**src/logic/eslpkg_pkg.sv**
```systemverilog
package eslpkg_pkg;

  // ---------------------------------------------------------------
  // clock and timing
  // ---------------------------------------------------------------
  localparam int unsigned CLK_HZ          = 10_000_000;
  // adapter flashing half period in ms (no figure printed, plain choice)
  localparam int unsigned FLASH_HALF_MS   = 500;
  localparam int unsigned FLASH_HALF_CYC  = CLK_HZ / 1000 * FLASH_HALF_MS;
  // run led 1 Hz and 5 Hz, error led 2 Hz
  localparam int unsigned RUN_SLOW_HZ     = 1;
  localparam int unsigned RUN_FAST_HZ     = 5;
  localparam int unsigned ERR_HZ          = 2;
  localparam int unsigned ERR_ON_PCT      = 25;
  localparam int unsigned RUN_SLOW_CYC    = CLK_HZ / RUN_SLOW_HZ;
  localparam int unsigned RUN_FAST_CYC    = CLK_HZ / RUN_FAST_HZ;
  localparam int unsigned ERR_CYC         = CLK_HZ / ERR_HZ;
  localparam int unsigned ERR_ON_CYC      = ERR_CYC / 100 * ERR_ON_PCT;
  // activity flash: stretch a frame pulse seen while idle, in ms
  localparam int unsigned ACT_HALF_MS     = 50;
  localparam int unsigned ACT_HALF_CYC    = CLK_HZ / 1000 * ACT_HALF_MS;
  localparam int unsigned NUM_CH          = 2;

  // ---------------------------------------------------------------
  // types
  // ---------------------------------------------------------------
  typedef enum logic {ESL_ADAPTER, ESL_SERVER} esl_mode_t;

  // duo led drive, one bit per colour
  typedef struct packed {
    logic red;
    logic green;
  } esl_duo_t;

  // adapter personality status flags
  typedef struct packed {
    logic self_test;
    logic major_fault;
    logic minor_fault;
    logic configured;
    logic ip_held;
    logic dup_ip;
    logic conn_timeout;
    logic conn_any;
  } esl_adp_t;

  // server personality status flags
  typedef struct packed {
    logic task_ready;
    logic configured;
    logic tcp_conn;
    logic sys_error;
    logic comm_error;
  } esl_srv_t;

endpackage

```
**src/logic/esl_led_top.sv**
```systemverilog
`timescale 1ns/100ps
// Behaviour
// RQ1: adapter operating correctly: module led steady green
// RQ2: unconfigured standby: module led flashes green
// RQ3: major fault: module led steady red
// RQ4: minor fault or bad config: flash red
// RQ5: self test: both duo leds alternate green/red
// RQ6: any connection: network led steady green
// RQ7: ip but no connection: network flashes green
// RQ8: duplicate ip: network led steady red
// RQ9: connection timeout: network flashes red, latched
// RQ10: no ip address: network led off
// RQ11: link led green while link present
// RQ12: activity led flashes on frame traffic
// RQ13: server task not ready: run led off
// RQ14: ready, unconfigured: run flashes 1 Hz
// RQ15: configured, waiting: run flashes 5 Hz
// RQ16: tcp connection established: run steady green
// RQ17: system error: error led 2 Hz, 25 percent
// RQ18: communication error: error led steady red
// RQ19: prescaled flashes, personality input selects set
module esl_led_top #(
  parameter int unsigned CLK_HZ = eslpkg_pkg::CLK_HZ
) (
  input  wire logic                  clk_sys_i,
  input  wire logic                  arst_n_i,
  input  wire eslpkg_pkg::esl_mode_t mode_i,
  input  wire eslpkg_pkg::esl_adp_t  adp_i,
  input  wire eslpkg_pkg::esl_srv_t  srv_i,
  input  wire logic [1:0]            link_up_i,
  input  wire logic [1:0]            frame_i,
  output eslpkg_pkg::esl_duo_t       module_status_led_o,
  output eslpkg_pkg::esl_duo_t       network_status_led_o,
  output logic [1:0]                 link_led_o,
  output logic [1:0]                 activity_led_o
);

  // -------------------------------------------------------------
  // reset release
  // -------------------------------------------------------------
  logic rst_meta;
  logic rst_n;

  // two flop release of the asynchronous reset
  always_ff @(posedge clk_sys_i or negedge arst_n_i) begin
    if (!arst_n_i) begin
      rst_meta <= 1'b0;
      rst_n    <= 1'b0;
    end else begin
      rst_meta <= 1'b1;
      rst_n    <= rst_meta;
    end
  end

  // -------------------------------------------------------------
  // flash sources
  // -------------------------------------------------------------
  logic fl_adp;
  logic fl_slow;
  logic fl_fast;
  logic fl_err;

  // flash counts scaled from the clock rate, so a short clock rate
  // gives short flashes without touching the pattern logic
  localparam int unsigned FL_HALF  = CLK_HZ / 1000
                                     * eslpkg_pkg::FLASH_HALF_MS;
  localparam int unsigned SLOW_CYC = CLK_HZ / eslpkg_pkg::RUN_SLOW_HZ;
  localparam int unsigned FAST_CYC = CLK_HZ / eslpkg_pkg::RUN_FAST_HZ;
  localparam int unsigned ERR_CYC  = CLK_HZ / eslpkg_pkg::ERR_HZ;
  localparam int unsigned ERR_ON   = ERR_CYC / 100 * eslpkg_pkg::ERR_ON_PCT;
  localparam int unsigned ACT_HALF = CLK_HZ / 1000
                                     * eslpkg_pkg::ACT_HALF_MS;

  // RQ19: prescaled flash counters
  esl_flasher #(
    .PERIOD (2 * FL_HALF),
    .ON_CYC (FL_HALF)
  ) u_fl_adp (
    .clk_sys_i (clk_sys_i),
    .rst_n_i   (rst_n),
    .flash_o   (fl_adp)
  );

  esl_flasher #(
    .PERIOD (SLOW_CYC),
    .ON_CYC (SLOW_CYC / 2)
  ) u_fl_slow (
    .clk_sys_i (clk_sys_i),
    .rst_n_i   (rst_n),
    .flash_o   (fl_slow)
  );

  esl_flasher #(
    .PERIOD (FAST_CYC),
    .ON_CYC (FAST_CYC / 2)
  ) u_fl_fast (
    .clk_sys_i (clk_sys_i),
    .rst_n_i   (rst_n),
    .flash_o   (fl_fast)
  );

  // RQ17: 2 Hz with quarter on time
  esl_flasher #(
    .PERIOD (ERR_CYC),
    .ON_CYC (ERR_ON)
  ) u_fl_err (
    .clk_sys_i (clk_sys_i),
    .rst_n_i   (rst_n),
    .flash_o   (fl_err)
  );

  // -------------------------------------------------------------
  // connection timeout latch
  // -------------------------------------------------------------
  logic tmo_seen;

  // RQ9: held until a connection is seen with timeout low, or reset
  always_ff @(posedge clk_sys_i or negedge rst_n) begin
    if (!rst_n) begin
      tmo_seen <= 1'b0;
    end else if (adp_i.conn_timeout) begin
      tmo_seen <= 1'b1;
    end else if (adp_i.conn_any) begin
      tmo_seen <= 1'b0;
    end
  end

  // -------------------------------------------------------------
  // pattern selection
  // -------------------------------------------------------------
  eslpkg_pkg::esl_duo_t next_ms;
  eslpkg_pkg::esl_duo_t next_ns;

  // module status / run led choice
  always_comb begin
    next_ms = '0;
    case (mode_i)
      eslpkg_pkg::ESL_ADAPTER: begin
        if (adp_i.self_test) begin
          // RQ5: alternate green and red
          next_ms.green = fl_adp;
          next_ms.red   = !fl_adp;
        end else if (adp_i.major_fault) begin
          // RQ3: steady red
          next_ms.red = 1'b1;
        end else if (adp_i.minor_fault) begin
          // RQ4: flashing red
          next_ms.red = fl_adp;
        end else if (!adp_i.configured) begin
          // RQ2: standby flash green
          next_ms.green = fl_adp;
        end else begin
          // RQ1: steady green
          next_ms.green = 1'b1;
        end
      end
      eslpkg_pkg::ESL_SERVER: begin
        if (!srv_i.task_ready) begin
          // RQ13: run led off
          next_ms.green = 1'b0;
        end else if (srv_i.tcp_conn) begin
          // RQ16: steady green
          next_ms.green = 1'b1;
        end else if (srv_i.configured) begin
          // RQ15: five hertz flash
          next_ms.green = fl_fast;
        end else begin
          // RQ14: one hertz flash
          next_ms.green = fl_slow;
        end
      end
      default: next_ms = '0;
    endcase
  end

  // network status / error led choice
  always_comb begin
    next_ns = '0;
    case (mode_i)
      eslpkg_pkg::ESL_ADAPTER: begin
        if (adp_i.self_test) begin
          // RQ5: alternate, opposite phase
          next_ns.green = !fl_adp;
          next_ns.red   = fl_adp;
        end else if (!adp_i.ip_held) begin
          // RQ10: off without address
          next_ns = '0;
        end else if (adp_i.dup_ip) begin
          // RQ8: steady red
          next_ns.red = 1'b1;
        end else if (tmo_seen) begin
          // RQ9: flashing red
          next_ns.red = fl_adp;
        end else if (adp_i.conn_any) begin
          // RQ6: steady green
          next_ns.green = 1'b1;
        end else begin
          // RQ7: flashing green
          next_ns.green = fl_adp;
        end
      end
      eslpkg_pkg::ESL_SERVER: begin
        if (srv_i.sys_error) begin
          // RQ17: quarter duty flash
          next_ns.red = fl_err;
        end else begin
          // RQ18: steady red on comm error
          next_ns.red = srv_i.comm_error;
        end
      end
      default: next_ns = '0;
    endcase
  end

  // -------------------------------------------------------------
  // per channel link and activity
  // -------------------------------------------------------------
  logic [1:0] act_raw;

  genvar g;
  generate
    for (g = 0; g < eslpkg_pkg::NUM_CH; g++) begin : g_ch
      // RQ12: stretched activity blink
      esl_act_stretch #(
        .HALF (ACT_HALF)
      ) u_act (
        .clk_sys_i (clk_sys_i),
        .rst_n_i   (rst_n),
        .frame_i   (frame_i[g]),
        .led_o     (act_raw[g])
      );
    end
  endgenerate

  // -------------------------------------------------------------
  // output registers
  // -------------------------------------------------------------
  // duo leds registered
  always_ff @(posedge clk_sys_i or negedge rst_n) begin
    if (!rst_n) begin
      module_status_led_o  <= '0;
      network_status_led_o <= '0;
    end else begin
      module_status_led_o  <= next_ms;
      network_status_led_o <= next_ns;
    end
  end

  // link and activity registered
  always_ff @(posedge clk_sys_i or negedge rst_n) begin
    if (!rst_n) begin
      link_led_o     <= 2'h0;
      activity_led_o <= 2'h0;
    end else begin
      // RQ11: link follows link state
      link_led_o     <= link_up_i;
      activity_led_o <= act_raw;
    end
  end

endmodule // esl_led_top

```
**src/logic/esl_flasher.sv**
```systemverilog
`timescale 1ns/100ps
// square or duty-cycled flash generator from a cycle count
module esl_flasher #(
  parameter int unsigned PERIOD = 10,
  parameter int unsigned ON_CYC = 5
) (
  input  wire logic clk_sys_i,
  input  wire logic rst_n_i,
  output logic      flash_o
);
  localparam int unsigned W = $clog2(PERIOD + 1);
  logic [W-1:0] cnt;

  // free running prescaler, on for first ON_CYC cycles
  always_ff @(posedge clk_sys_i or negedge rst_n_i) begin
    if (!rst_n_i) begin
      cnt     <= '0;
      flash_o <= 1'b0;
    end else begin
      if (cnt == W'(PERIOD - 1)) cnt <= '0;
      else cnt <= cnt + W'(1);
      flash_o <= (cnt < W'(ON_CYC));
    end
  end
endmodule // esl_flasher

```
**src/logic/esl_act_stretch.sv**
```systemverilog
`timescale 1ns/100ps
// turns frame pulses into a visible blink sequence
module esl_act_stretch #(
  parameter int unsigned HALF = 10
) (
  input  wire logic clk_sys_i,
  input  wire logic rst_n_i,
  input  wire logic frame_i,
  output logic      led_o
);
  localparam int unsigned W = $clog2(2 * HALF + 1);
  logic [W-1:0] cnt;

  // on for HALF, off for at least HALF + 1; retriggers only when idle
  always_ff @(posedge clk_sys_i or negedge rst_n_i) begin
    if (!rst_n_i) begin
      cnt   <= '0;
      led_o <= 1'b0;
    end else begin
      if (cnt != '0) cnt <= cnt - W'(1);
      else if (frame_i) cnt <= W'(2 * HALF);
      led_o <= (cnt > W'(HALF));
    end
  end
endmodule // esl_act_stretch

```
**config.mk**
```make
export PLATFORM = sky130hd
export DESIGN_NAME = esl_led_top
export DESIGN_NICKNAME = d
export VERILOG_FILES = /design/src/logic/eslpkg_pkg.sv /design/src/logic/esl_led_top.sv /design/src/logic/esl_flasher.sv /design/src/logic/esl_act_stretch.sv
export SDC_FILE = /design/constraint.sdc
export NUM_CORES = 1
export LEC_CHECK = 0
export BUFFER_PORTS_ARGS = -buffer_cell sky130_fd_sc_hd__buf_2
export CORE_AREA = 2 2 156 158
export CTS_CLUSTER_DIAMETER = 50
export DETAILED_ROUTE_END_ITERATION = 12
export DIE_AREA = 0 0 158 160
export SLEW_MARGIN = 15
export SYNTH_ARGS = -nofsm -noshare
export SYNTH_HDL_FRONTEND = slang
export SYNTH_SLANG_ARGS = --single-unit
export TNS_END_PERCENT = 30
```
**constraint.sdc**
```tcl
create_clock -name clk_sys_i -period 9.65 [get_ports clk_sys_i]
set_clock_uncertainty 0.1 [all_clocks]
set_input_delay 0.4825 -clock clk_sys_i [delete_from_list [all_inputs] [get_ports clk_sys_i]]
set_output_delay 0.4825 -clock clk_sys_i [all_outputs]
set_load 0.1 [all_outputs]
```
=== Word level (Yosys, flattened, before mapping) ===
Index checks and enable logic that the tools add are counted.

* Word-level logic and storage cells: 75
* Bits in latches: 0
* Bits in read-only memories: 0
* Flip-flop bits (word level): 149
* Memories: 0
* RAM bits: 0
* Bits of input ports: 20
* Output and inout bits: 8

* Equal/unequal tests: 4
* Shift operators: 0
* Div/mod/pow operators: 0
* Mux-type cells: 31
* Add/sub/neg operators: 6
* Bitwise logic cells: 1
* Order comparisons: 6
* $mul: 0
* Reduce and logical (&&, ||, !) cells: 6

{| class="wikitable"
|+ Operators by type and width
! operator !! number
|-
| $mux 20 || 4
|-
| $add 24x1->24 const B || 2
|-
| $eq 24x24->1 const B || 2
|-
| $lt 24x23->1 const B || 2
|-
| $mux 24 || 2
|-
| $gt 20x19->1 const B || 2
|-
| $reduce_bool 20->1 || 2
|-
| $sub 20x1->20 const B || 2
|-
| $add 23x1->23 const B || 1
|-
| $eq 23x23->1 const B || 1
|-
| $lt 23x21->1 const B || 1
|-
| $mux 23 || 1
|-
| $add 21x1->21 const B || 1
|-
| $eq 21x21->1 const B || 1
|-
| $lt 21x20->1 const B || 1
|-
| $mux 21 || 1
|-
| $mux 1 || 18
|-
| $mux 2 || 3
|-
| $reduce_bool 2->1 || 3
|-
| $pmux 1 s2 || 2
|-
| $logic_not 1->1 || 1
|-
| $not 1->1 || 1
|}

=== Longest topological paths before layout ===
* Depth after elaboration: 6
* Depth in mapped cells: 8
* Mapped depth without buffers: 7

=== Modules after synthesis ===
From an unflattened synthesis, not the netlist that was laid out.

* Cell total of the unflattened synthesis: 730
* Area total of the unflattened synthesis: 7,608.5 um^2

{| class="wikitable"
|+ Modules (own cells, without submodules)
! module !! cells an instance !! seq. area each (um^2) !! area an instance (um^2) !! times used
|-
| esl_flasher (u_fl_adp ...) || 120 || 625.6 || 1,242.4 || 2
|-
| esl_act_stretch || 113 || 525.5 || 1,179.9 || 2
|-
| esl_flasher (u_fl_err) || 129 || 600.6 || 1,277.5 || 1
|-
| esl_flasher (u_fl_fast) || 104 || 550.5 || 1,071.0 || 1
|-
| esl_led_top || 31 || 275.3 || 415.4 || 1
|}

=== Worst setup path after synthesis ===
OpenSTA, ideal clock, no wires.

* Path kind: reg2reg
* Start point: reg g_ch[0].u_act.cnt[0]
* End point: reg g_ch[0].u_act.cnt[1]
* Path buffers: 0
* Required time: 9,467 ps
* Stages on the path, launching flop included: 8
* Arrival: 2,365 ps
* Setup time: 83 ps
* Slack: 7,102 ps
* Clock period less this slack: 2,548 ps
* Cell sequence: dfrtp_1 > inv_1 > ha_1 > or4b_2 > or3_1 > or2_2 > or3_1 > o21ai_0

* Longest elaborated chain between the ends: 2
* Elaborated cells between the ends (all ways): 4
* Classes of those cells: 1 x add/sub; 1 x mux; 2 x reduce/logical

{| class="wikitable"
|+ RTL lines
! what !! line !! text
|-
| start: declaration || esl_act_stretch.sv:12 || <nowiki>logic [W-1:0] cnt;</nowiki>
|-
| start signal: assignment || esl_act_stretch.sv:20 || <nowiki>if (cnt != '0) cnt <= cnt - W'(1);</nowiki>
|-
| start signal: assignment || esl_act_stretch.sv:21 || <nowiki>else if (frame_i) cnt <= W'(2 * HALF);</nowiki>
|-
| $sub 20x1->20 / $reduce_bool 20->1 (equally long branches) || esl_act_stretch.sv:20 ||
|-
| $mux 20 / $reduce_bool 2->1 (equally long branches) || - ||
|}

Parallel ways exist; a longest one is shown, timed or not.
A chain may end at the register's enable or synchronous reset.

=== Worst setup path in the final report ===
* Start point: reg g_ch[0].u_act.cnt[1]
* End point: reg g_ch[0].u_act.cnt[16]

Same word-level chain as after synthesis.

==> reports/metrics.yaml <==
worst_setup_path:
  crit_fanout: 6
  required_ns: 9.87
  path_class: "flip-flop to flip-flop"
  cp-end-kind: "flip-flop"
  reg2regPathDepth: 7
  cpMostUsedCell: "nor3_1"
  cp_cell_sequence: "inv_1 > ha_1 > or4b_2 > or3_1 > nor3_1 > nor3_1 > a21o_1"
  startpoint_type: "flip-flop"
  cp.arrival_ns: 3.10
  cp_slowest_cell: "or4b_2"
  max_stage_delay_ns: 0.68
placed_design:
  dp_cells: 1028
  placed_area_um2: 7540
  routabilityCongestion: 0.813
  numPortBuffers: 27
  hpwl_mm: 8.82
logic_synthesis:
  ys_async_sr_fraction_pct: 100
  ys_ff_latch: 149
  synth_top_area_share_pct: 53.1
  synthCells: 687
  synth_area_leaders: "dfrtp_1, xnor2_1, xor2_1, nor2_1, nand3_1"
  yosys_warnings: 0
  synth_flop_cell: "dfrtp_1"
  yosysMostFrequentCell: "dfrtp_1"
  synth_nets: 713
  syn_area_um2: 7020
  synthTopCellsByCount: "dfrtp_1, nor2_1, xnor2_1"
  synth_top_cell_by_area: "dfrtp_1"
  avgSynthCellArea_um2: 10.2
  seq_area_frac_synth_pct: 53.1
  synth.distinct_cells: 49
  synth_edf_count: 0
pwr:
  ir_drop_mv: 0.0983
  power.total_mw: 1.33
  power_leakage_nw: 3.58
  power_per_cell_area_nw_per_um2: 163
cells_and_area:
  nNetsFinal: 750
  instances_no_fill: 1061
  design_area_um2: 8150
  drive_gt1_share_pct: 10.3
  num_antenna_cells: 0
  areaGrowthSynthToFinish_pct: 16.2
  fillCellCount: 2462
grt:
  grt_pass1_vias: 4879
  grtUsageMet1_pct: 15.7
  gr-usage-all-layers_pct: 11.3
  grt_pass1_wl_mm: 23.5
  grtUsageMet2_pct: 17.0
  overflow: 0
  grt_max_degree: 69
  busiest_layer: "met2"
  antenna_found_initial: 0
  grt_use_met3_pct: 2.99
run:
  max_cap_viol_count: 0
clock_network:
  cts_buffers: 17
  cts_tree: "built"
  post_cts_resized: 0
  cts.sinks: 149
  cts.clk_slew.worst_paths_ns: 0.06
  clock-root-buffer: "clkbuf_16"
  h-tree-depth: 4
  cts_buffer_depth: 2
  clk_latency_ns: 0.43
  hold_buffers: 1
  postCtsSetupRepairBufs: 0
routing:
  wl_per_cell_um: 12.6
  firstDrtPassIters: 4
  wl_mm: 13.4
  vias_per_cell: 4.81
  vias: 5102
  ant_nets: 0
  drtIter0Drc: 279
  remaining_drc_errors: 0
sta:
  finalCritPeriodShare_pct: 29.9
  whs_ns: 0.0631
  drv_slew: 0
  clock.fmax_ghz: 0.346
  setup_viol: 0
  hold_viol_final: 0
  worst_pin_slew_ns: 0.863
  slew_headroom_pct: 41.9
  finalSetupTns_ns: 0
  rsz0062_at_grt: "no"
  period_needed_ns: 2.89
floorplan:
  core_area_um2: 23800
  start_util_pct: 29.5
  die_area_um2: 25300
  io_pins: 28
  die_y_um: 160
  die_x_um: 158
  num_rows: 57
worst_hold_path:
  worstHoldPathCells: 1
  holdCritPathClass: "input port to flip-flop"
status:
  status: "completed"
-- registers in the layout, summed over array words and instances (netlist names) --
signal,flops
rst_n,1
g_ch.u_act.led_o,2
u_fl_slow.flash_o,1
tmo_seen,1
u_fl_fast.flash_o,1
network_status_led_o,2
module_status_led_o,2
u_fl_adp.flash_o,1
u_fl_adp.cnt,24
u_fl_slow.cnt,24
u_fl_err.flash_o,1
activity_led_o,2
g_ch.u_act.cnt,40
rst_meta,1
link_led_o,2
u_fl_fast.cnt,21
u_fl_err.cnt,23
-- stage by stage --
step           utilization, %  setup slack [ns]
2_1_floorplan               -              5.09
3_3_place_gp             31.7              6.87
3_5_place_dp             31.7              6.80
4_1_cts                  34.2              6.78
5_1_grt                  34.2              6.61
6_report                 34.2              6.76
-- cells by family after synthesis --
family / synth area share, %
other cells: 0.0535
flops: 53.1
compound gates: 6.24
xor+xnor: 11.4
buf+inv: 1.48
fa+ha+maj: 1.07
simple gates: 25.0
mux: 1.68
-- cell usage in the layout, fill, tap and decap left out, types with 4 or more instances in the layout --
cell and count:
dfrtp_1 148, nand3b_1 7, o21ai_0 17, or3_1 16, ha_1 6, clkbuf_16 17, and3_1 14, o31ai_1 6
buf_2 27, or4_1 9, nand2_1 50, a21o_1 7, mux2_2 6, and4_1 7, mux2i_1 5, nor4b_1 5
xor2_1 35, nor2b_1 6, nand4_1 29, a211oi_1 8, nor2_1 78, buf_4 4, clkinv_4 4, inv_1 13
nor4_1 18, xnor2_1 56, nor3_1 36, a21oi_1 14, nand2b_1 6, nand3_1 41
-- worst paths after layout --
kind,from,endpoint,slack [ns]
min in group asynchronous,rst_n$_DFF_PN0_,g_ch[1].u_act.cnt[15]$_DFFE_PN0P_,0.17
hold reg to reg,rst_n$_DFF_PN0_,g_ch[1].u_act.cnt[15]$_DFFE_PN0P_,0.17
setup / recovery,g_ch[0].u_act.cnt[1]$_DFFE_PN0P_,g_ch[0].u_act.cnt[16]$_DFFE_PN0P_,6.76
max in group asynchronous,rst_n$_DFF_PN0_,u_fl_err.cnt[6]$_DFF_PN0_,8.08
setup reg to reg,g_ch[0].u_act.cnt[1]$_DFFE_PN0P_,g_ch[0].u_act.cnt[16]$_DFFE_PN0P_,6.76
hold / removal,link_up_i[1],link_led_o[1]$_DFF_PN0_,0.06
-- critical path: cells and delay by family, from the launching register on --
family          cells  cell delay, ns
flops               1            0.40
fa+ha+maj           1            0.20
buf+inv             1            0.10
simple gates        4            1.80
compound gates      1            0.17
-- final cells by class --
cell class,instances,area (um^2),area share [%]
tap,324,405,4.97
inverter,13,48.8,0.599
clock buffer,21,460,5.65
timing repair buffer,32,175,2.15
clock inverter,11,126,1.55
multi-input combinational,511,3200,39.3
sequential,149,3730,45.8
-- routing by layer --
metal  wire [um]  share of wire [%]
met5           0                  0
met4         198                1.5
met3         462                3.5
met2        5850                 44
met1        6840                 51
-- report_power, final --
part           switching, mW  internal [mW]  leakage, nW  total [mW]
clock                  0.261          0.395        0.287       0.656
combinational         0.0281        0.00867         1.35      0.0368
sequential           0.00537          0.629         1.94       0.634
total                  0.294           1.03         3.58        1.33
(Power assumes the default switching activity.)
